--- src/logic/iosmc_consts.svh ---
`ifndef IOSMC_CONSTS_SVH
`define IOSMC_CONSTS_SVH
// register byte offsets
`define IOSMC_CTRL_OFS     8'h00
`define IOSMC_CMD_OFS      8'h04
`define IOSMC_FLAG_OFS     8'h08
`define IOSMC_FLAGCLR_OFS  8'h0c
`define IOSMC_INTE0_OFS    8'h10
`define IOSMC_INTE1_OFS    8'h14
`define IOSMC_INTR_OFS     8'h18
`define IOSMC_INTS0_OFS    8'h1c
`define IOSMC_INTS1_OFS    8'h20
`define IOSMC_INFO_OFS     8'h24
`define IOSMC_DIV0_OFS     8'h28
`define IOSMC_SETFLAG_OFS  8'h38
`define IOSMC_GPIOSEL_OFS  8'h3c
// command register fields
`define IOSMC_CMD_OP_LSB   4
`define IOSMC_CMD_MASK_LSB 0
// interrupt source layout
`define IOSMC_SRC_FLAG_LSB 0
`define IOSMC_SRC_TXNF_LSB 4
`define IOSMC_SRC_RXNE_LSB 8
// reset values
`define IOSMC_DIV_RST      24'h000100
`endif

--- src/logic/iosmc_pkg.sv ---
package iosmc_pkg;
    typedef enum logic [2:0]
    {
        IOSMC_OP_NONE      = 3'b000,
        IOSMC_OP_DIV_RST   = 3'b001,
        IOSMC_OP_SM_RST    = 3'b010,
        IOSMC_OP_EN_SET    = 3'b011,
        IOSMC_OP_EN_CLR    = 3'b100,
        IOSMC_OP_EN_SYNC   = 3'b101,
        IOSMC_OP_SRC_SET   = 3'b110,
        IOSMC_OP_SRC_CLR   = 3'b111
    } iosmc_op_type;
endpackage : iosmc_pkg

--- src/logic/iosmc_top.sv ---
// Notes on behaviour
// RL1: each machine has a free-running fractional divider giving execution enable pulses
// RL2: divider restart mask zeroes both phase accumulators of selected dividers together
// RL3: equal divisors restarted together give identical pulse trains afterwards
// RL4: lockstepped machines waiting one flag all see and clear it same cycle
// RL5: divider restart is accepted any time, even while machines run
// RL6: disabling a machine never stops its divider
// RL7: sync enable sets enable and restarts divider in one cycle
// RL8: machine restart clears shift, counters, divider, pin flags, delay, forced op, wait; here it only pulses sm_restart_o and leaves the divider running
// RL9: four machines 0..3; mask bit n selects machine n
// RL10: eight internal flags 0..7 readable by host
// RL11: host clears any one flag by number, others untouched
// RL12: two interrupt outputs each with own enable per source
// RL13: source-enable update sets or clears only masked sources on chosen output
// RL14: each machine has separate inbound and outbound DMA pacing requests
// RL15: inputs always readable; outputs reach pin only when mux selects instance
// RL16: two instances, each reports fixed instance number 0 or 1
// RL17: divisor is 16-bit integer plus 8-bit fraction
// RL18: sources are flags 0..3, each tx-not-full, each rx-not-empty
// RL19: enable only gates execution; re-enable resumes from held state
// RL20: each interrupt output is high while any enabled active source exists
//
// Implementation choices: register access over Wishbone and the address map.
`timescale 1ns/1ps
`default_nettype none
`include "iosmc_consts.svh"
module iosmc_top
    import iosmc_pkg::*;
#(
    parameter logic INSTANCE_NUM = 1'b0,
    parameter int   NUM_SM       = 4,
    parameter int   NUM_PINS     = 8
)
(
    input  wire logic                ref_clk_i,
    input  wire logic                rst_i,
    input  wire logic                wb_cyc_i,
    input  wire logic                wb_stb_i,
    input  wire logic                wb_we_i,
    input  wire logic [7:0]          wb_adr_i,
    input  wire logic [3:0]          wb_sel_i,
    input  wire logic [31:0]         wb_dat_i,
    output logic [31:0]              wb_dat_o,
    output logic                     wb_ack_o,
    input  wire logic [3:0]          tx_not_full_i,
    input  wire logic [3:0]          rx_not_empty_i,
    input  wire logic [3:0]          wait_flag_clr_i,
    input  wire logic [3:0]          wait_flag_num_i [4],
    input  wire logic [NUM_PINS-1:0] pin_in_i,
    input  wire logic [NUM_PINS-1:0] sm_out_i,
    input  wire logic [NUM_PINS-1:0] sm_oe_i,
    output logic [NUM_PINS-1:0]      pin_in_o,
    output logic [NUM_PINS-1:0]      pin_out_o,
    output logic [NUM_PINS-1:0]      pin_oe_o,
    output logic [3:0]               sm_enable_o,
    output logic [3:0]               exec_tick_o,
    output logic [3:0]               sm_restart_o,
    output logic [3:0]               dreq_tx_o,
    output logic [3:0]               dreq_rx_o,
    output logic [1:0]               irq_o,
    output logic                     instance_o
);
    // the register map only has room for four machines and 32 pin selects
    if (NUM_SM != 4)
    begin : g_bad_sm
        $error("exactly four machines supported");
    end
    if (NUM_PINS < 1 || NUM_PINS > 32)
    begin : g_bad_pins
        $error("pin count 1..32");
    end

    logic [3:0]          en_ff, nxt_en;
    logic [3:0]          divrst_ff, nxt_divrst;
    logic [3:0]          smrst_ff, nxt_smrst;
    logic [7:0]          flag_ff, nxt_flag;
    logic [11:0]         inte_ff [2];
    logic [11:0]         nxt_inte [2];
    logic [23:0]         div_ff [4];
    logic [23:0]         nxt_div [4];
    logic [NUM_PINS-1:0] gsel_ff, nxt_gsel;
    logic [NUM_PINS-1:0] pin_s1_ff, pin_s2_ff;
    logic [NUM_PINS-1:0] out_ff, oe_ff;
    logic                ack_ff, nxt_ack;
    logic [31:0]         rdat_ff, nxt_rdat;
    logic [11:0]         raw_src;
    logic [3:0]          tick;
    logic                wr_go;
    iosmc_op_type        op;

    // expand 8-bit-lane write under byte enables
    function automatic logic [31:0] merge_bytes(input logic [31:0] old_v,
                                                input logic [31:0] new_v,
                                                input logic [3:0]  sel);
        logic [31:0] r;
        r = old_v;
        for (int b = 0; b < 4; b++)
        begin
            if (sel[b]) r[b*8 +: 8] = new_v[b*8 +: 8];
        end
        return r;
    endfunction : merge_bytes

    // one divider per machine, restart taken straight from the command pulse
    for (genvar g = 0; g < 4; g++)
    begin : g_div
        iosmc_clkdiv u_div
        (
            .ref_clk_i  (ref_clk_i),
            .rst_i      (rst_i),
            .div_int_i  (div_ff[g][23:8]), // RL17
            .div_frac_i (div_ff[g][7:0]),
            .restart_i  (divrst_ff[g]), // RL2
            .tick_o     (tick[g])
        );
    end

    assign wr_go = wb_cyc_i && wb_stb_i && wb_we_i && !ack_ff;
    assign op    = iosmc_op_type'(wb_dat_i[`IOSMC_CMD_OP_LSB +: 3]);

    // interrupt sources in documented order
    assign raw_src = {rx_not_empty_i, tx_not_full_i, flag_ff[3:0]}; // RL18

    // register writes, command decoding and flag updates
    always_comb
    begin
        nxt_en     = en_ff;
        nxt_divrst = 4'h0;
        nxt_smrst  = 4'h0;
        nxt_flag   = flag_ff;
        nxt_inte   = inte_ff;
        nxt_div    = div_ff;
        nxt_gsel   = gsel_ff;
        // machines waiting in lockstep clear the flag together
        for (int s = 0; s < 4; s++)
        begin
            if (wait_flag_clr_i[s] && tick[s] && en_ff[s])
                nxt_flag[wait_flag_num_i[s][2:0]] = 1'b0; // RL4
        end
        if (wr_go)
        begin
            unique case (wb_adr_i)
                `IOSMC_CTRL_OFS: if (wb_sel_i[0]) nxt_en = wb_dat_i[3:0]; // RL19
                `IOSMC_CMD_OFS:
                begin
                    unique case (op)
                        IOSMC_OP_NONE:    ;
                        IOSMC_OP_DIV_RST: nxt_divrst = wb_dat_i[3:0]; // RL5
                        IOSMC_OP_SM_RST:  nxt_smrst = wb_dat_i[3:0]; // RL8
                        IOSMC_OP_EN_SET:  nxt_en = en_ff | wb_dat_i[3:0]; // RL9
                        IOSMC_OP_EN_CLR:  nxt_en = en_ff & ~wb_dat_i[3:0]; // RL6
                        IOSMC_OP_EN_SYNC:
                        begin
                            nxt_en     = en_ff | wb_dat_i[3:0]; // RL7
                            nxt_divrst = wb_dat_i[3:0];
                        end
                        IOSMC_OP_SRC_SET:
                            nxt_inte[wb_dat_i[31]] = inte_ff[wb_dat_i[31]]
                                                   | wb_dat_i[19:8]; // RL13
                        IOSMC_OP_SRC_CLR:
                            nxt_inte[wb_dat_i[31]] = inte_ff[wb_dat_i[31]]
                                                   & ~wb_dat_i[19:8]; // RL13
                    endcase
                end
                `IOSMC_FLAGCLR_OFS: nxt_flag[wb_dat_i[2:0]] = 1'b0; // RL11
                `IOSMC_INTE0_OFS: nxt_inte[0] = 12'(merge_bytes({20'h0, inte_ff[0]},
                                                 wb_dat_i, wb_sel_i)); // RL12
                `IOSMC_INTE1_OFS: nxt_inte[1] = 12'(merge_bytes({20'h0, inte_ff[1]},
                                                 wb_dat_i, wb_sel_i)); // RL12
                `IOSMC_DIV0_OFS, 8'h2c, 8'h30, 8'h34:
                    nxt_div[wb_adr_i[3:2] - 2'b10] = 24'(merge_bytes({8'h0,
                        div_ff[wb_adr_i[3:2] - 2'b10]}, wb_dat_i, wb_sel_i));
                `IOSMC_GPIOSEL_OFS: nxt_gsel = wb_dat_i[NUM_PINS-1:0];
                default: ;
            endcase
        end
        // flag set by software for test and machine signalling; set wins
        if (wr_go && wb_adr_i == `IOSMC_SETFLAG_OFS)
            nxt_flag = nxt_flag | wb_dat_i[7:0];
    end

    // bus answer: one wait state, ack drops the cycle after
    always_comb
    begin
        nxt_ack  = wb_cyc_i && wb_stb_i && !ack_ff;
        nxt_rdat = 32'h0000_0000;
        unique case (wb_adr_i)
            `IOSMC_CTRL_OFS:   nxt_rdat = {28'h0, en_ff};
            `IOSMC_FLAG_OFS:   nxt_rdat = {24'h0, flag_ff}; // RL10
            `IOSMC_INTE0_OFS:  nxt_rdat = {20'h0, inte_ff[0]};
            `IOSMC_INTE1_OFS:  nxt_rdat = {20'h0, inte_ff[1]};
            `IOSMC_INTR_OFS:   nxt_rdat = {20'h0, raw_src};
            `IOSMC_INTS0_OFS:  nxt_rdat = {20'h0, raw_src & inte_ff[0]};
            `IOSMC_INTS1_OFS:  nxt_rdat = {20'h0, raw_src & inte_ff[1]};
            `IOSMC_INFO_OFS:   nxt_rdat = {31'h0, INSTANCE_NUM}; // RL16
            `IOSMC_DIV0_OFS:   nxt_rdat = {8'h0, div_ff[0]};
            8'h2c:             nxt_rdat = {8'h0, div_ff[1]};
            8'h30:             nxt_rdat = {8'h0, div_ff[2]};
            8'h34:             nxt_rdat = {8'h0, div_ff[3]};
            `IOSMC_GPIOSEL_OFS: nxt_rdat = 32'(gsel_ff);
            default:           nxt_rdat = 32'h0000_0000; // unmapped reads zero
        endcase
    end

    always_ff @(posedge ref_clk_i)
    begin
        if (rst_i)
        begin
            en_ff     <= 4'h0;
            divrst_ff <= 4'h0;
            smrst_ff  <= 4'h0;
            flag_ff   <= 8'h00;
            inte_ff   <= '{12'h000, 12'h000};
            div_ff    <= '{`IOSMC_DIV_RST, `IOSMC_DIV_RST, `IOSMC_DIV_RST, `IOSMC_DIV_RST};
            gsel_ff   <= '0;
            ack_ff    <= 1'b0;
            rdat_ff   <= 32'h0000_0000;
        end
        else
        begin
            en_ff     <= nxt_en;
            divrst_ff <= nxt_divrst;
            smrst_ff  <= nxt_smrst;
            flag_ff   <= nxt_flag;
            inte_ff   <= nxt_inte;
            div_ff    <= nxt_div;
            gsel_ff   <= nxt_gsel;
            ack_ff    <= nxt_ack;
            rdat_ff   <= nxt_rdat;
        end
    end

    // pin path: inputs synchronised regardless of select, outputs gated
    always_ff @(posedge ref_clk_i)
    begin
        if (rst_i)
        begin
            pin_s1_ff <= '0;
            pin_s2_ff <= '0;
            out_ff    <= '0;
            oe_ff     <= '0;
        end
        else
        begin
            pin_s1_ff <= pin_in_i;
            pin_s2_ff <= pin_s1_ff; // RL15
            out_ff    <= sm_out_i & gsel_ff; // RL15
            oe_ff     <= sm_oe_i & gsel_ff;
        end
    end

    assign pin_in_o     = pin_s2_ff;
    assign pin_out_o    = out_ff;
    assign pin_oe_o     = oe_ff;
    assign wb_ack_o     = ack_ff;
    assign wb_dat_o     = rdat_ff;
    // ticks run free; enable only gates, so peers stay aligned
    assign exec_tick_o  = tick; // RL3
    assign sm_enable_o  = en_ff;
    assign sm_restart_o = smrst_ff; // RL8
    assign dreq_tx_o    = tx_not_full_i; // RL14
    assign dreq_rx_o    = rx_not_empty_i; // RL14
    assign irq_o[0]     = |(raw_src & inte_ff[0]); // RL20
    assign irq_o[1]     = |(raw_src & inte_ff[1]); // RL20
    assign instance_o   = INSTANCE_NUM; // RL16

    // command and bus checks; one request at a time, so ack cannot double
    a_div_restart_sync: assert property (@(posedge ref_clk_i) disable iff (rst_i) // RL7
        (wr_go && wb_adr_i == `IOSMC_CMD_OFS && op == IOSMC_OP_EN_SYNC)
        |=> (divrst_ff == $past(wb_dat_i[3:0]) && (en_ff & divrst_ff) == divrst_ff))
        else $error("sync enable missed");
    a_flag_clear_one: assert property (@(posedge ref_clk_i) disable iff (rst_i) // RL11
        (wr_go && wb_adr_i == `IOSMC_FLAGCLR_OFS && wait_flag_clr_i == 4'h0)
        |=> flag_ff[$past(wb_dat_i[2:0])] == 1'b0)
        else $error("flag not cleared");
    a_bus_ack_once: assert property (@(posedge ref_clk_i) disable iff (rst_i)
        (wb_cyc_i && wb_stb_i && !ack_ff) |=> ack_ff ##1 !ack_ff)
        else $error("ack timing wrong");
    a_irq_zero_mask: assert property (@(posedge ref_clk_i) disable iff (rst_i) // RL20
        (inte_ff[0] == 12'h000) |-> !irq_o[0])
        else $error("irq0 without enable");
    a_en_clr_keeps: assert property (@(posedge ref_clk_i) disable iff (rst_i) // RL6
        (wr_go && wb_adr_i == `IOSMC_CMD_OFS && op == IOSMC_OP_EN_CLR)
        |=> divrst_ff == 4'h0)
        else $error("disable touched divider");
    a_sm_restart_pulse: assert property (@(posedge ref_clk_i) disable iff (rst_i) // RL8
        (wr_go && wb_adr_i == `IOSMC_CMD_OFS && op == IOSMC_OP_SM_RST)
        |=> (sm_restart_o == $past(wb_dat_i[3:0])) ##1 (sm_restart_o == 4'h0))
        else $error("machine restart pulse wrong");
    a_src_other_out: assert property (@(posedge ref_clk_i) disable iff (rst_i) // RL12
        (wr_go && wb_adr_i == `IOSMC_CMD_OFS
            && (op == IOSMC_OP_SRC_SET || op == IOSMC_OP_SRC_CLR))
        |=> inte_ff[~$past(wb_dat_i[31])] == $past(inte_ff[~wb_dat_i[31]]))
        else $error("other irq output touched");
    a_pin_oe_gated: assert property (@(posedge ref_clk_i) disable iff (rst_i) // RL15
        1'b1 |=> (pin_oe_o & ~$past(gsel_ff)) == {NUM_PINS{1'b0}})
        else $error("pin driven without select");
    // a waited flag must drop on the tick that completes the wait
    for (genvar g = 0; g < 4; g++)
    begin : g_wait_chk
        a_wait_flag_clear: assert property (@(posedge ref_clk_i) disable iff (rst_i) // RL4
            (wait_flag_clr_i[g] && tick[g] && en_ff[g]
                && !(wr_go && wb_adr_i == `IOSMC_SETFLAG_OFS))
            |=> !flag_ff[$past(wait_flag_num_i[g][2:0])])
            else $error("waited flag not cleared");
    end
endmodule : iosmc_top
`default_nettype wire

--- src/logic/iosmc_clkdiv.sv ---
`timescale 1ns/1ps
`default_nettype none
// fractional divider: 16.8 phase accumulator, pulse on integer wrap
module iosmc_clkdiv
(
    input  wire logic        ref_clk_i,
    input  wire logic        rst_i,
    input  wire logic [15:0] div_int_i,
    input  wire logic [7:0]  div_frac_i,
    input  wire logic        restart_i,
    output logic             tick_o
);
    logic [15:0] int_ff;
    logic [7:0]  frac_ff;
    logic [15:0] nxt_int;
    logic [7:0]  nxt_frac;
    logic        nxt_tick;
    logic        tick_ff;
    logic [8:0]  fsum;
    logic [15:0] limit;

    // divisor 0 is treated as 65536 by letting the count wrap
    always_comb
    begin
        fsum     = {1'b0, frac_ff} + {1'b0, div_frac_i};
        limit    = div_int_i - 16'h0001 + {15'h0000, fsum[8]};
        nxt_int  = int_ff + 16'h0001;
        nxt_frac = frac_ff;
        nxt_tick = 1'b0;
        if (restart_i)
        begin
            nxt_int  = 16'h0000; // RL2
            nxt_frac = 8'h00;
        end
        else if (int_ff >= limit && div_int_i != 16'h0000 || int_ff == 16'hffff)
        begin
            nxt_int  = 16'h0000; // RL1
            nxt_frac = fsum[7:0];
            nxt_tick = 1'b1;
        end
    end

    always_ff @(posedge ref_clk_i)
    begin
        if (rst_i)
        begin
            int_ff  <= 16'h0000;
            frac_ff <= 8'h00;
            tick_ff <= 1'b0;
        end
        else
        begin
            int_ff  <= nxt_int;
            frac_ff <= nxt_frac;
            tick_ff <= nxt_tick;
        end
    end

    assign tick_o = tick_ff;

    // a restart must leave both accumulators at phase zero
    a_restart_phase: assert property (@(posedge ref_clk_i) disable iff (rst_i) // RL2
        restart_i |=> (int_ff == 16'h0000 && frac_ff == 8'h00 && !tick_ff))
        else $error("divider phase not cleared");
endmodule : iosmc_clkdiv
`default_nettype wire

--- config.mk ---
export PLATFORM = sky130hd
export DESIGN_NAME = iosmc_top
export DESIGN_NICKNAME = d
export VERILOG_FILES = /design/src/logic/iosmc_pkg.sv /design/src/logic/iosmc_top.sv /design/src/logic/iosmc_clkdiv.sv
export VERILOG_INCLUDE_DIRS = /design/src /design/src/logic
export SDC_FILE = /design/constraint.sdc
export NUM_CORES = 1
export LEC_CHECK = 0
export BUFFER_PORTS_ARGS = -buffer_cell sky130_fd_sc_hd__buf_2
export CAP_MARGIN = 5
export CORE_ASPECT_RATIO = 1.25
export CORE_MARGIN = 3
export CORE_UTILIZATION = 54
export CTS_BUF_LIST = sky130_fd_sc_hd__clkbuf_16
export CTS_CLUSTER_DIAMETER = 80
export CTS_CLUSTER_SIZE = 28
export DETAILED_ROUTE_END_ITERATION = 12
export HOLD_SLACK_MARGIN = 0.08
export PLACE_DENSITY_LB_ADDON = 0.1
export SYNTH_ARGS = -nofsm -noshare
export SYNTH_HDL_FRONTEND = slang
export SYNTH_SLANG_ARGS = --single-unit
--- constraint.sdc ---
create_clock -name ref_clk_i -period 5.3 [get_ports ref_clk_i]
set_input_delay 1.06 -clock ref_clk_i [delete_from_list [all_inputs] [get_ports ref_clk_i]]
set_output_delay 1.06 -clock ref_clk_i [all_outputs]
set_load 0.05 [all_outputs]
==> impl_metrics.ini <==
[outcome]
outcome = complete, no violations

[timing]
finClkSkew_ps = 27.7
hold_slack_ps = 449
finalCritPeriodShare_pct = 95.0
worst_pin_slew_ps = 1070
fmax_mhz = 199
report.final.hold_viol_count = 0
finalSetupTns_ps = 0
slew_viol_final = 0
finalCriticalPeriod_ps = 5040
maxSlewHeadroom_pct = 28.3
report.final.setup_viol = 0

[logic_synthesis]
yosys_register_bits = 305
yosysTopAreaCellShare_pct = 35.1
synth_area_mm2 = 0.0174
seq_area_frac_synth_pct = 35.1
ys.flop_type = dfxtp_1
async_reset_ff_share_pct = 0
synth_cell_types = 80
synth_edf_count = 0
yosysWarnings = 0
syn_avg_cell_area_um2 = 8.62
yosys-top-cells-area = dfxtp_1, ha_1, nor2_1
synth_top_area_cell = dfxtp_1
syn_inst = 2019

[clocking]
h-tree-depth = 1
clkLatencyLatePin_ps = 520
clkSinkCount = 305
cts_max_path_buffers = 3
hold_buffers = 0
cts_tree = done
cts_root_buf = clkbuf_16
clkTransAtPathRegs_ps = 110
cts_buffers = 16

[setup_path]
r2r_slack_ps = 260
startpoint = div_ff[24]
cp_slowest_stage_delay_ps = 460
crit_path_top_delay_cell = or4_4
endpoint_kind = flip-flop
critPathKind = reg2reg
timing.rr.start = div_ff[24]
rr_endpoint = g_div[2].u_div.frac_ff[6]
path_cells = ha_1 -> fa_1 -> a21o_1 -> a21o_1 -> a211oi_2 -> o21bai_1 -> a21oi_2 -> ha_2 -> nand2_1 -> or3_4 -> or4_4 -> buf_4 -> o21a_1 -> nor2_1 -> ha_1 -> nand4_1 -> a211o_1 -> o211ai_1 -> buf_4 -> a21oi_1 -> a211oi_1
required_ps = 5730
ff2ff_path_depth = 21
cp_max_fo = 8
arrival_ps = 5470
setup.worst_path.start_class = flip-flop

[detailed_routing]
drt_iter0_drc = 1548
drc = 0
final_antenna_net_count = 0
routedWlPerCell_um = 20.8
vias_per_cell = 6.21
wirelength_um = 52200
vias = 15600
firstDrtPassIters = 8

[die]
die_w_um = 167
core_area_mm2 = 0.0314
start_util_pct = 55.5
rows = 72
ios = 181
die_area_mm2 = 0.0345
die_y_um = 207

[layout]
final_common_cell = dfxtp_1
finish.utilization_pct = 60.5
final_cell_mix = dfxtp_1, nor2_1, buf_2, a211oi_1, a21oi_1
diodes = 0
fin_cells = 2515
nNetsFinal = 2312
drive_above_1_share_pct = 13.6
fillers = 2852
syn_to_final_growth_pct = 8.95

[power]
p_per_area_mw_per_mm2 = 212
irDropWorstVdd_mv = 0.318
power_frac_clock_pct = 35.7
sw_frac_of_total_pct = 25.8
combPwrFrac_pct = 7.1
p_leak_uw = 0.00709
internal_power_uw = 2990
p_switching_uw = 1040
pwr-share-seq_pct = 57.2

[place]
gp_congestion = 1.00
dp_cells = 2484
post-dp-hpwl_um = 38600
portBuffers = 159

[global_routing]
grt_max_degree = 138
grt_use_total_pct = 29.0
antenna_found_initial = 1
grt_pass1_vias = 14600
overflow = 0
grt_pass1_wl_um = 81200

[hold_path]
hold_path_end = pin_in_o[1]
holdPathStages = 1
hold_class = reg2reg
hp-start = pin_s1_ff[1]

[run]
cap_violations = 0
==> critical path: cells and delay by family (launching register included) <==
family / cells / cell delay, ps
flip-flops: 1 / 380
AND/OR/NAND/NOR: 5 / 1140
buffers and inverters: 2 / 380
adder cells (fa/ha/maj): 4 / 1000
AO/OA/AOI/OAI: 10 / 2020
==> cell type report <==
cell class                 instances  area (µm²)  share of cell area [%]
clock buffer                      17         425                    2.24
clock inverter                    10        85.1                   0.448
inverter                          35         131                   0.692
multi-input combinational       1552       10700                    56.3
sequential                       305        6110                    32.2
tap                              407         509                    2.68
timing repair buffer             189        1040                    5.46
==> power groups by stage <==
stage | Combinational [µW] | Clock, µW | Sequential [µW]
2_1_floorplan | 175 | 0 | 2370
3_3_place_gp | 276 | 0 | 2360
3_5_place_dp | 278 | 0 | 2360
4_1_cts | 279 | 1470 | 2310
5_1_grt | 303 | 1540 | 2310
6_report | 287 | 1440 | 2310
==> cells in the mapped netlist (all sizes together), types with 13 or more instances <==
| library cell | instances |
|---|---|
| buf | 53 |
| inv | 35 |
| nand4 | 25 |
| xnor2 | 76 |
| a21o | 17 |
| mux2i | 43 |
| o21ai | 73 |
| clkbuf | 82 |
| ha | 108 |
| nor3 | 43 |
| and2 | 24 |
| a21oi | 123 |
| nand2 | 100 |
| nor2b | 23 |
| a2111oi | 13 |
| nand3 | 59 |
| nor2 | 313 |
| a22oi | 45 |
| mux4 | 19 |
| a211oi | 147 |
| and3 | 28 |
| xor2 | 59 |
| and3b | 17 |
| nand2b | 14 |
| dfxtp | 305 |
==> logic make-up after synthesis <==
kind of cell	count (synthesis)	share of synthesized area (%)
other	1	0.0215
DFF	305	35.1
muxes	64	5.06
xor gates and xnor gates	135	6.79
adders and majority gates	112	8.22
and+or+nand+nor	710	20.2
AOI/OAI and AO/OA	522	20.2
buffers and inverters	170	4.40
==> sequential cells by signal (all words and copies together), names as in the netlist, 4 cells and up, named ones only <==
| name | flops |
|---|---|
| sm_restart_o | 4 |
| divrst_ff | 4 |
| g_div.u_div.tick_o | 4 |
| pin_out_o | 8 |
| pin_in_o | 8 |
| gsel_ff | 8 |
| pin_s1_ff | 8 |
| g_div.u_div.int_ff | 64 |
| g_div.u_div.frac_ff | 32 |
| inte_ff | 24 |
| wb_dat_o | 24 |
| div_ff | 96 |
| flag_ff | 8 |
| pin_oe_o | 8 |
==> worst max path at each step <==
stage / slack (ps) / end / cells after the start
floorplan: 110 / g_div[2].u_div.int_ff[10] / 20
global route: -20 / g_div[0].u_div.frac_ff[0] / 22
global placement: 70 / g_div[2].u_div.int_ff[14] / 19
CTS: 5 / g_div[0].u_div.frac_ff[0] / 21
finish: 260 / g_div[2].u_div.frac_ff[6] / 21
detailed placement: -70 / g_div[2].u_div.int_ff[13] / 19
==> layer usage <==
layer | GRT usage (%) | wire (µm)
met1 | 36.6 | 20900
met2 | 51.2 | 25200
met3 | 3.66 | 3830
met4 | 10.9 | 2310
met5 | 0 | 11
==> timing repair <==
| item | in CTS | in global routing |
|---|---|---|
| setup buffers | 2 | 2 |
| setup endpoints to repair | 18 | 70 |
| gates resized for setup | 2 | 21 |
| pin swaps | 1 | 5 |
==> per-stage QoR <==
stage	power [µW]	setup slack (ps)	instance area, µm²
floorplan	2540	110	17400
global placement	2630	67.7	18300
detailed placement	2640	-70.3	18300
CTS	4050	5.21	18900
global route	4150	-18.5	19000
finish	4030	264	19000
No activity file was read; power rests on OpenSTA's default activity.
